$ cat src/logic/iopdc_defines.vh
`ifndef IOPDC_DEFINES_VH
`define IOPDC_DEFINES_VH
// ************************************************************
// port addresses
// ************************************************************
`define IOPDC_A_PIC0 16'h0020
`define IOPDC_A_SETUP_IDX 16'h0022
`define IOPDC_A_SETUP_DAT 16'h0023
`define IOPDC_A_PIT0 16'h0040
`define IOPDC_A_PIT3 16'h0043
`define IOPDC_A_CTLB 16'h0061
`define IOPDC_A_CLK_IDX 16'h0070
`define IOPDC_A_CLK_DAT 16'h0071
`define IOPDC_A_SCR0 16'h0080
`define IOPDC_A_SCR1 16'h0084
`define IOPDC_A_SCR2 16'h0086
`define IOPDC_A_SCR3 16'h0088
`define IOPDC_A_SCR4 16'h008C
`define IOPDC_A_SCR5 16'h008F
`define IOPDC_A_CTLA 16'h0092
`define IOPDC_A_DMA0 16'h00C0
`define IOPDC_A_DMA1 16'h00DE
`define IOPDC_A_A20 16'h00EE
`define IOPDC_A_CPURST 16'h00EF
`define IOPDC_A_MONO_IDX 16'h03B4
`define IOPDC_A_MONO_DAT 16'h03B5
`define IOPDC_A_COL_IDX 16'h03D4
`define IOPDC_A_COL_DAT 16'h03D5
`define IOPDC_A_CARD_IDX 16'h03E0
`define IOPDC_A_CARD_DAT 16'h03E1
// ************************************************************
// setup space indexes and fields
// ************************************************************
`define IOPDC_X_FEAT 8'hF0
`define IOPDC_X_ROMSEL 8'hF1
`define IOPDC_X_STRAP 8'hF2
`define IOPDC_F_GFX 0
`define IOPDC_F_LBUS 1
`define IOPDC_F_DRAM32 2
`define IOPDC_F_IRDA 3
`define IOPDC_F_ROM_EN 4
`define IOPDC_RST_BYTE 8'h00
`define IOPDC_ROM32 2'b10
// ************************************************************
// select encodings
// ************************************************************
`define IOPDC_S_NONE 4'h0
`define IOPDC_S_PIC 4'h1
`define IOPDC_S_PIT 4'h2
`define IOPDC_S_CTLB 4'h3
`define IOPDC_S_CLOCK 4'h4
`define IOPDC_S_SCR 4'h5
`define IOPDC_S_DMA 4'h6
`define IOPDC_S_GFX 4'h7
`define IOPDC_S_CARD 4'h8
`define IOPDC_S_LOCAL 4'h9
`define IOPDC_S_SETUP 4'hA
`endif

$ cat src/logic/iopdc_top.v
`include "iopdc_defines.vh"

//
// Contract
// capture strap pins while reset asserted
// after reset pins serve dram interface
// straps weakly pulled down, default low
// setup space index 22h, data 23h
// interrupt controller claimed at 20h-21h
// interval timer claimed at 40h-43h
// control port b at 61h
// dma controller even addresses C0h-DEh
// scratch ports 80h, 84h-86h, 88h, 8Ch-8Fh
// control port a byte register 92h
// address-line-20 gate port EEh
// cpu reset port EFh
// mono graphics index/data 3B4h/3B5h
// colour graphics index/data 3D4h/3D5h
// local bus only with graphics disabled
// wide dram/rom or local bus blocks graphics
// third rom select routed to chosen pin
// serial and infrared share uart, one active
// cpu writes index before data access
// word write to index splits index,data
// clock/cmos index 70h, data 71h
// unclaimed cycles forwarded to expansion bus
// straps constant until next reset
module iopdc_top #(
  parameter ROM_PINS = 15
) (
  input wire clk_in,
  input wire rst_in,
  input wire strap_width_bit0_in,
  input wire strap_width_bit1_in,
  input wire io_req_in,
  input wire io_wr_in,
  input wire io_word_in,
  input wire [15:0] io_addr_in,
  input wire [15:0] io_wdata_in,
  input wire [7:0] periph_rdata_in,
  input wire local_device_claim_in,
  input wire [7:0] ctlb_status_in,
  output reg [15:0] io_rdata_out,
  output reg io_ack_out,
  output reg [3:0] target_sel_out,
  output reg target_wr_out,
  output reg [15:0] target_addr_out,
  output reg [7:0] target_wdata_out,
  output reg target_stb_out,
  output reg expansion_stb_out,
  output reg [1:0] boot_width_out,
  output wire strap_pulldown_en_out,
  output wire dram_pins_en_out,
  output reg gfx_enable_out,
  output reg local_bus_enable_out,
  output reg dram32_out,
  output reg [ROM_PINS-1:0] third_rom_select_route_out,
  output reg uart_to_irda_out,
  output reg uart_to_serial_out,
  output reg a20_gate_out,
  output reg cpu_reset_out,
  output reg [7:0] ctlb_out,
  output reg [7:0] ctla_out
);

  // ************************************************************
  // strap capture
  // ************************************************************
  reg s0_meta_q;
  reg s1_meta_q;
  reg s0_q;
  reg s1_q;
  reg [1:0] width_q;

  // weak pull-down held on always; pins only feed dram after reset
  assign strap_pulldown_en_out = 1'b1;
  assign dram_pins_en_out = ~rst_in;

  // straps come from pins, so they pass two flops first; the capture
  // lags the pins by two cycles and reset must be held at least three
  always @(posedge clk_in)
  begin
    s0_meta_q <= strap_width_bit0_in;
    s1_meta_q <= strap_width_bit1_in;
    s0_q <= s0_meta_q;
    s1_q <= s1_meta_q;
  end

  // latched each reset cycle, frozen afterwards
  always @(posedge clk_in)
  begin
    if (rst_in)
    begin
      width_q <= {s1_q, s0_q};
    end
    boot_width_out <= width_q;
  end

  // ************************************************************
  // address decode
  // ************************************************************
  reg [3:0] sel;
  reg internal_hit;

  // one hit per claimed range; the graphics ports only answer while
  // the graphics controller is enabled, else they go out on the bus
  wire hit_pic = (io_addr_in == `IOPDC_A_PIC0) ||
    (io_addr_in == `IOPDC_A_PIC0 + 16'h0001);
  wire hit_setup = (io_addr_in == `IOPDC_A_SETUP_IDX) ||
    (io_addr_in == `IOPDC_A_SETUP_DAT);
  wire hit_pit = (io_addr_in >= `IOPDC_A_PIT0) &&
    (io_addr_in <= `IOPDC_A_PIT3);
  wire hit_ctlb = (io_addr_in == `IOPDC_A_CTLB);
  wire hit_clock = (io_addr_in == `IOPDC_A_CLK_IDX) ||
    (io_addr_in == `IOPDC_A_CLK_DAT);
  wire hit_scr = (io_addr_in == `IOPDC_A_SCR0) ||
    ((io_addr_in >= `IOPDC_A_SCR1) && (io_addr_in <= `IOPDC_A_SCR2)) ||
    (io_addr_in == `IOPDC_A_SCR3) ||
    ((io_addr_in >= `IOPDC_A_SCR4) && (io_addr_in <= `IOPDC_A_SCR5));
  // own byte registers: claimed here but never strobed outward
  wire hit_own = (io_addr_in == `IOPDC_A_CTLA) ||
    (io_addr_in == `IOPDC_A_A20) ||
    (io_addr_in == `IOPDC_A_CPURST);
  // odd addresses in the dma range stay unclaimed
  wire hit_dma = (io_addr_in >= `IOPDC_A_DMA0) &&
    (io_addr_in <= `IOPDC_A_DMA1) && !io_addr_in[0];
  wire hit_mono = (io_addr_in == `IOPDC_A_MONO_IDX) ||
    (io_addr_in == `IOPDC_A_MONO_DAT);
  wire hit_col = (io_addr_in == `IOPDC_A_COL_IDX) ||
    (io_addr_in == `IOPDC_A_COL_DAT);
  wire hit_gfx = gfx_enable_out && (hit_mono || hit_col);
  wire hit_card = (io_addr_in == `IOPDC_A_CARD_IDX) ||
    (io_addr_in == `IOPDC_A_CARD_DAT);
  wire hit_local = local_bus_enable_out && local_device_claim_in;

  always @*
  begin
    sel = `IOPDC_S_NONE;
    if (hit_pic)
      sel = `IOPDC_S_PIC;
    else if (hit_setup || hit_own)
      sel = `IOPDC_S_SETUP;
    else if (hit_pit)
      sel = `IOPDC_S_PIT;
    else if (hit_ctlb)
      sel = `IOPDC_S_CTLB;
    else if (hit_clock)
      sel = `IOPDC_S_CLOCK;
    else if (hit_scr)
      sel = `IOPDC_S_SCR;
    else if (hit_dma)
      sel = `IOPDC_S_DMA;
    else if (hit_gfx)
      sel = `IOPDC_S_GFX;
    else if (hit_card)
      sel = `IOPDC_S_CARD;
    else if (hit_local)
      sel = `IOPDC_S_LOCAL;
    // whatever is left goes out on the expansion bus
    internal_hit = (sel != `IOPDC_S_NONE);
  end

  // ************************************************************
  // cycle sequencer: word writes to an index port split in two
  // ************************************************************
  localparam ST_IDLE = 2'd0;
  localparam ST_HI = 2'd1;
  localparam ST_DONE = 2'd2;

  reg [1:0] st_q;
  reg [7:0] setup_index_q;
  reg [7:0] hi_byte_q;
  reg [15:0] addr_q;
  reg [3:0] sel_q;
  wire is_index = (io_addr_in == `IOPDC_A_SETUP_IDX) ||
    (io_addr_in == `IOPDC_A_CLK_IDX) ||
    (io_addr_in == `IOPDC_A_MONO_IDX) ||
    (io_addr_in == `IOPDC_A_COL_IDX) ||
    (io_addr_in == `IOPDC_A_CARD_IDX);
  wire [7:0] wb = io_wdata_in[7:0];

  // ************************************************************
  // feature interlocks and third rom select routing
  // ************************************************************
  // byte written this cycle: the low byte on the first phase, the
  // held high byte on the data phase of a split word write
  wire [7:0] wr_byte = (st_q == ST_HI) ? hi_byte_q : wb;
  wire [ROM_PINS-1:0] route_d;
  reg feat_gfx_d;
  reg feat_lbus_d;
  reg feat_dram32_d;
  reg feat_irda_d;

  // interlocks act on the write itself, so the enables never show a
  // forbidden pair, not even for one cycle; the cost is that a
  // refused bit reads back as zero rather than as written
  always @*
  begin
    // local bus and graphics share control signals
    feat_lbus_d = wr_byte[`IOPDC_F_LBUS] &
      ~wr_byte[`IOPDC_F_GFX];
    feat_dram32_d = wr_byte[`IOPDC_F_DRAM32];
    // wide dram, wide boot memory or the local bus lock graphics out
    feat_gfx_d = wr_byte[`IOPDC_F_GFX] &
      ~wr_byte[`IOPDC_F_LBUS] &
      ~wr_byte[`IOPDC_F_DRAM32] &
      (boot_width_out != `IOPDC_ROM32);
    feat_irda_d = wr_byte[`IOPDC_F_IRDA];
  end

  // one decoder per general select pin; a pin number at or above the
  // pin count leaves the third rom select unrouted
  genvar gi;
  generate
    for (gi = 0; gi < ROM_PINS; gi = gi + 1)
    begin : g_route
      assign route_d[gi] = wr_byte[`IOPDC_F_ROM_EN] &&
        ({28'h0000000, wr_byte[3:0]} == gi);
    end
  endgenerate

  // register writes from the first phase of a cycle and from the data phase of a split word write
  task setup_write;
    input [15:0] a;
    input [7:0] d;
    begin
      case (a)
        `IOPDC_A_SETUP_IDX: setup_index_q <= d;
        `IOPDC_A_CTLA: ctla_out <= d;
        `IOPDC_A_A20: a20_gate_out <= d[0];
        `IOPDC_A_CPURST: cpu_reset_out <= d[0];
        `IOPDC_A_SETUP_DAT:
        begin
          case (setup_index_q)
            `IOPDC_X_FEAT:
            begin
              local_bus_enable_out <= feat_lbus_d;
              dram32_out <= feat_dram32_d;
              gfx_enable_out <= feat_gfx_d;
              uart_to_irda_out <= feat_irda_d;
              uart_to_serial_out <= ~feat_irda_d;
            end
            `IOPDC_X_ROMSEL:
              third_rom_select_route_out <= route_d;
            default: ;
          endcase
        end
        default: ;
      endcase
    end
  endtask

  // ************************************************************
  // read data
  // ************************************************************
  reg [15:0] rd_word_d;

  // built from the latched address and index, so a cpu that moves its
  // address early cannot change the answer it is about to take
  always @*
  begin
    rd_word_d = 16'h0000;
    case (addr_q)
      `IOPDC_A_SETUP_IDX: rd_word_d[7:0] = setup_index_q;
      `IOPDC_A_CTLA: rd_word_d[7:0] = ctla_out;
      `IOPDC_A_A20: rd_word_d[0] = a20_gate_out;
      `IOPDC_A_CPURST: rd_word_d[0] = cpu_reset_out;
      `IOPDC_A_CTLB:
        rd_word_d[7:0] = ctlb_status_in | ctlb_out;
      `IOPDC_A_SETUP_DAT:
      begin
        case (setup_index_q)
          `IOPDC_X_FEAT:
            rd_word_d[3:0] = {uart_to_irda_out, dram32_out,
              local_bus_enable_out, gfx_enable_out};
          `IOPDC_X_STRAP: rd_word_d[1:0] = boot_width_out;
          // other setup indexes read as zero
          default: rd_word_d[7:0] = 8'h00;
        endcase
      end
      default: rd_word_d[7:0] = periph_rdata_in;
    endcase
  end

  // a request is taken only while idle; a cpu that keeps its request
  // up past the acknowledge starts a second cycle, so it must drop it
  // in the acknowledge cycle

  always @(posedge clk_in)
  begin
    if (rst_in)
    begin
      st_q <= ST_IDLE;
      setup_index_q <= `IOPDC_RST_BYTE;
      hi_byte_q <= `IOPDC_RST_BYTE;
      addr_q <= 16'h0000;
      sel_q <= `IOPDC_S_NONE;
      io_ack_out <= 1'b0;
      io_rdata_out <= 16'h0000;
      target_sel_out <= `IOPDC_S_NONE;
      target_wr_out <= 1'b0;
      target_addr_out <= 16'h0000;
      target_wdata_out <= `IOPDC_RST_BYTE;
      target_stb_out <= 1'b0;
      expansion_stb_out <= 1'b0;
      gfx_enable_out <= 1'b0;
      local_bus_enable_out <= 1'b0;
      dram32_out <= 1'b0;
      third_rom_select_route_out <= {ROM_PINS{1'b0}};
      uart_to_irda_out <= 1'b0;
      uart_to_serial_out <= 1'b1;
      a20_gate_out <= 1'b0;
      cpu_reset_out <= 1'b0;
      ctlb_out <= `IOPDC_RST_BYTE;
      ctla_out <= `IOPDC_RST_BYTE;
    end
    else
    begin
      io_ack_out <= 1'b0;
      target_stb_out <= 1'b0;
      expansion_stb_out <= 1'b0;
      case (st_q)
        ST_IDLE:
        begin
          if (io_req_in)
          begin
            addr_q <= io_addr_in;
            sel_q <= sel;
            hi_byte_q <= io_wdata_in[15:8];
            target_sel_out <= sel;
            target_wr_out <= io_wr_in;
            target_addr_out <= io_addr_in;
            target_wdata_out <= wb;
            target_stb_out <= internal_hit &&
              sel != `IOPDC_S_SETUP;
            expansion_stb_out <= !internal_hit;
            if (io_wr_in)
            begin
              setup_write(io_addr_in, wb);
              if (io_addr_in == `IOPDC_A_CTLB)
                ctlb_out <= wb;
            end
            if (io_wr_in && io_word_in && is_index)
              st_q <= ST_HI;
            else
              st_q <= ST_DONE;
          end
        end
        ST_HI:
        begin
          // data byte goes to the port just above the index
          target_addr_out <= addr_q + 16'h0001;
          target_wdata_out <= hi_byte_q;
          // an unclaimed index port forwards its data byte as well
          target_stb_out <= sel_q != `IOPDC_S_SETUP &&
            sel_q != `IOPDC_S_NONE;
          expansion_stb_out <= sel_q == `IOPDC_S_NONE;
          if (sel_q == `IOPDC_S_SETUP)
            setup_write(addr_q + 16'h0001, hi_byte_q);
          st_q <= ST_DONE;
        end
        ST_DONE:
        begin
          io_ack_out <= 1'b1;
          io_rdata_out <= rd_word_d;
          st_q <= ST_IDLE;
        end
        default: st_q <= ST_IDLE;
      endcase
    end
  end

endmodule

$ cat config.mk
export PLATFORM = sky130hd
export DESIGN_NAME = iopdc_top
export DESIGN_NICKNAME = d
export VERILOG_FILES = /design/src/logic/iopdc_top.v
export VERILOG_INCLUDE_DIRS = /design/src /design/src/logic
export SDC_FILE = /design/constraint.sdc
export NUM_CORES = 1
export LEC_CHECK = 0
export ABC_CLOCK_PERIOD_IN_PS = 3600
export BUFFER_PORTS_ARGS = -buffer_cell sky130_fd_sc_hd__buf_2
export CELL_PAD_IN_SITES_DETAIL_PLACEMENT = 0
export CELL_PAD_IN_SITES_GLOBAL_PLACEMENT = 1
export CORE_ASPECT_RATIO = 1.25
export CORE_UTILIZATION = 40
export CTS_CLUSTER_DIAMETER = 150
export DETAILED_ROUTE_END_ITERATION = 8
export GPL_TIMING_DRIVEN = 0
export HOLD_SLACK_MARGIN = 0.15
export PLACE_DENSITY_LB_ADDON = 0.05
export SETUP_SLACK_MARGIN = 0.2
export SLEW_MARGIN = 30
export SYNTH_ARGS = -nofsm -noshare
export SYNTH_HDL_FRONTEND = slang
export SYNTH_SLANG_ARGS = --single-unit
$ cat constraint.sdc
create_clock -name clk_in -period 3.6 [get_ports clk_in]
set_input_delay 1.08 -clock clk_in [delete_from_list [all_inputs] [get_ports clk_in]]
set_output_delay 1.08 -clock clk_in [all_outputs]
set_load 0.02 [all_outputs]
==> results_dict.tcl <==
set metrics [dict create \
    outcome "complete, no violations" \
    final_core_util_pct 52.0 \
    worst_setup_hold_path_clk_slew_ns 0.06 \
    detail_route.first_pass.iterations 5 \
    detail_route.vias_per_cell 5.48 \
    report.final.setup_viol 0 \
    grt_remaining_overflow 0 \
    antenna_found_initial 0 \
    setup_slack_ns 0.356 \
    cell_type_with_the_highest_aggregate_area_in_the_netlist "sky130_fd_sc_hd__dfxtp_1" \
    synth-seq-area-share_pct 38.9 \
    path_class "input port to flip-flop" \
    place_congestion 0.882 \
    synth_async_sr_flop_share_pct 0 \
    share_clk_of_total_power_pct 50.4 \
    peakVddDrop_uv 295 \
    post_synth_inst_count 759 \
    power.switching_fraction_pct 26.3 \
    synth.top_cells.by_area "sky130_fd_sc_hd__dfxtp_1 38%, sky130_fd_sc_hd__mux2i_1 7.1%, sky130_fd_sc_hd__nand2_1 6.7%" \
    critPathLaunchType "input port" \
    postSynthAreaPerCell_um2 8.21 \
    latest_clock_arrival_within_the_worst_skew_pair_ns 0.42 \
    route.detailed.drc 0 \
    critPathRequiredTime_ns 3.96 \
    cts.repair_timing.setup_buffer_count 0 \
    port_buffers 136 \
    layout-area-overhead-vs-synth_pct 25.8 \
    dieArea_um2 16100 \
    layout_worst_path_cycle_share_pct 90.1 \
    yosys-top-cells-count "118 x sky130_fd_sc_hd__dfxtp_1, 112 x sky130_fd_sc_hd__nand2_1, 90 x sky130_fd_sc_hd__nor2_1" \
    final_period_minus_worst_setup_slack_ns 3.24 \
    clock.fmax_mhz 308 \
    yosys_register_bits 120 \
    fp.dieH_um 142 \
    power_report.internal_total_uw 2690 \
    numClockSinks 120 \
    seq_power_share_pct 38.7 \
    drt_wl_total_mm 21.9 \
    finalHoldViolations 0 \
    vias 6255 \
    design.core.area_um2 15100 \
    synth.yosys.warnings 0 \
    io-pin-count 146 \
    cts-root-to-sink-buffers 2 \
    antenna-diode-count 0 \
    p_leak_uw 0.00342 \
    finalHoldWorstSlack_ns 0.326 \
    final-max-slew-violation-count 0 \
    synth_edf_count 2 \
    largest_net_degree_at_the_start_of_global_routing 17 \
    synthFlopType "sky130_fd_sc_hd__dfxtp_1" \
    critPathMaxFanout 9 \
    grtUsageTotal_pct 27.8 \
    grt_pass1_vias 6000 \
    power.density_cell_area_nw_per_um2 466 \
    post_cts_hold_buffer_count 0 \
    die_width_um 114 \
    post_synth_instance_area_um2 6230 \
    place_hpwl_mm 16.6 \
    switching_power_uw 959 \
    route.antenna.remaining_nets 0 \
    grt_setup_unrepaired "no" \
    timing.slew.headroom_pct 40.7 \
    finalClockSkew_ns 0.00687 \
    initialDrtViolationCount 392 \
    cell_chosen_for_the_clock_root "sky130_fd_sc_hd__clkbuf_16" \
    initial_utilization_pct 41.3 \
    worst-endpoint-arrival_ns 3.60 \
    cts_tree "done" \
    yosys.cell_types.count 72 \
    max_slew.worst_pin.slew_ns 0.889 \
    final_layout_size_suffix_gt1_share_pct 22.9 \
    yosys.cell_count.top_type "sky130_fd_sc_hd__dfxtp_1" \
    cts.htree.levels 4 \
    routedWlPerCell_um 19.2 \
    hp-class "flip-flop to flip-flop" \
    nets 980 \
    pre_cts_ws_ns -0.0436 \
    core.rowCount 50 \
    drv_cap 0 \
    synth_top_area_share_pct 37.9 \
    cts_buffers 17 \
    grt_first_pass_wirelength_mm 33.5 \
    timing.critical_path.to_type "flip-flop" \
    pwr-share-comb_pct 10.9 \
]
==> state kept, by name (all words and copies together), names as in the netlist, 2 cells and up <==
name and flops:
target_wdata_out 8, setup_index_q 8, ctla_out 8, target_addr_out 16
sel_q 4, io_rdata_out 8, hi_byte_q 8, width_q 2
st_q 2, addr_q 16, boot_width_out 2, third_rom_select_route_out 15
ctlb_out 8
==> final cells by class <==
type                       count  area [um2]
fill                        1563        7240
multi-input combinational    571        3500
sequential                   120        2420
timing repair buffer         136         681
clock buffer                  20         478
buffer                        64         294
tap                          208         260
clock inverter                12         163
inverter                      10        37.5
==> per-layer routing <==
metal	routed length [um]	global-route usage, %	vias up
li1	-	-	3017
met1	9360	34.0	3005
met2	11000	48.5	195
met3	994	4.61	38
met4	529	11.0	0
met5	0	0	-
==> power groups by stage <==
stage               sequential [uW]  clock, uW  combinational, uW
floorplan                      1460          0                211
global placement               1440          0                392
detailed placement             1440          0                394
CTS                            1410       1870                396
global route                   1420       1920                430
finish                         1410       1840                397
==> worst max-delay path, stage by stage <==
cell and delay, ns:
sky130_fd_sc_hd__buf_2 0.15, sky130_fd_sc_hd__nor4_4 0.51, sky130_fd_sc_hd__nand4_1 0.18, sky130_fd_sc_hd__or4_4 0.59, sky130_fd_sc_hd__a21boi_4 0.31, sky130_fd_sc_hd__nand3_1 0.17
sky130_fd_sc_hd__or3b_4 0.45, sky130_fd_sc_hd__o2bb2ai_2 0.14
==> kinds of logic after synthesis <==
| logic type | synth area share [%] |
|---|---|
| adders and majority gates | 0.804 |
| muxes | 7.97 |
| and+or+nand+nor | 27.1 |
| AOI/OAI and AO/OA | 17.5 |
| buffers and inverters | 5.36 |
| DFF | 38.9 |
| xor gates and xnor gates | 2.25 |
| other | 0.121 |
==> repair_timing <==
action                                  in CTS  in global routing
endpoints found under the hold margin        0                  0
gates resized for setup                      1                  0
endpoints found under the setup margin       1                  1
gates cloned                                 0                  0
==> layout by cell type, fill, tap and decap left out, types with 9 or more instances in the layout <==
cell type,n
sky130_fd_sc_hd__xnor2_1,9
sky130_fd_sc_hd__a211oi_1,24
sky130_fd_sc_hd__buf_2,145
sky130_fd_sc_hd__o21ai_0,20
sky130_fd_sc_hd__nand2_1,112
sky130_fd_sc_hd__conb_1,9
sky130_fd_sc_hd__a21oi_1,45
sky130_fd_sc_hd__inv_1,10
sky130_fd_sc_hd__mux2i_1,44
sky130_fd_sc_hd__nor2_1,90
sky130_fd_sc_hd__o2bb2ai_1,12
sky130_fd_sc_hd__nand4_1,14
sky130_fd_sc_hd__dfxtp_1,118
sky130_fd_sc_hd__clkbuf_16,18
sky130_fd_sc_hd__buf_4,11
sky130_fd_sc_hd__and3_1,14
sky130_fd_sc_hd__nand3_1,29
sky130_fd_sc_hd__nand2b_1,9
sky130_fd_sc_hd__clkbuf_1,40
sky130_fd_sc_hd__nor3_1,19
==> stage by stage <==
step | total power (uW) | cell area (um2) | TNS (ns) | cells
2_1_floorplan | 1670 | 6250 | 0 | 766
3_3_place_gp | 1830 | 7200 | -0.0570 | 1110
3_5_place_dp | 1830 | 7200 | -0.0912 | 1110
4_1_cts | 3670 | 7840 | 0 | 1142
5_1_grt | 3770 | 7830 | 0 | 1141
6_report | 3650 | 7830 | 0 | 1141
==> path summary, 6_finish.rpt <==
kind	startpoint	end	slack (ns)	depth (start not counted)
setup / recovery	io_addr_in[15]	third_rom_select_route_out[1]	0.36	8
hold / removal	s0_meta_q	s0_q	0.33	0
setup reg to reg	addr_q[0]	ctla_out[3]	0.41	9
hold reg to reg	s0_meta_q	s0_q	0.33	0
(Power assumes the default switching activity.)
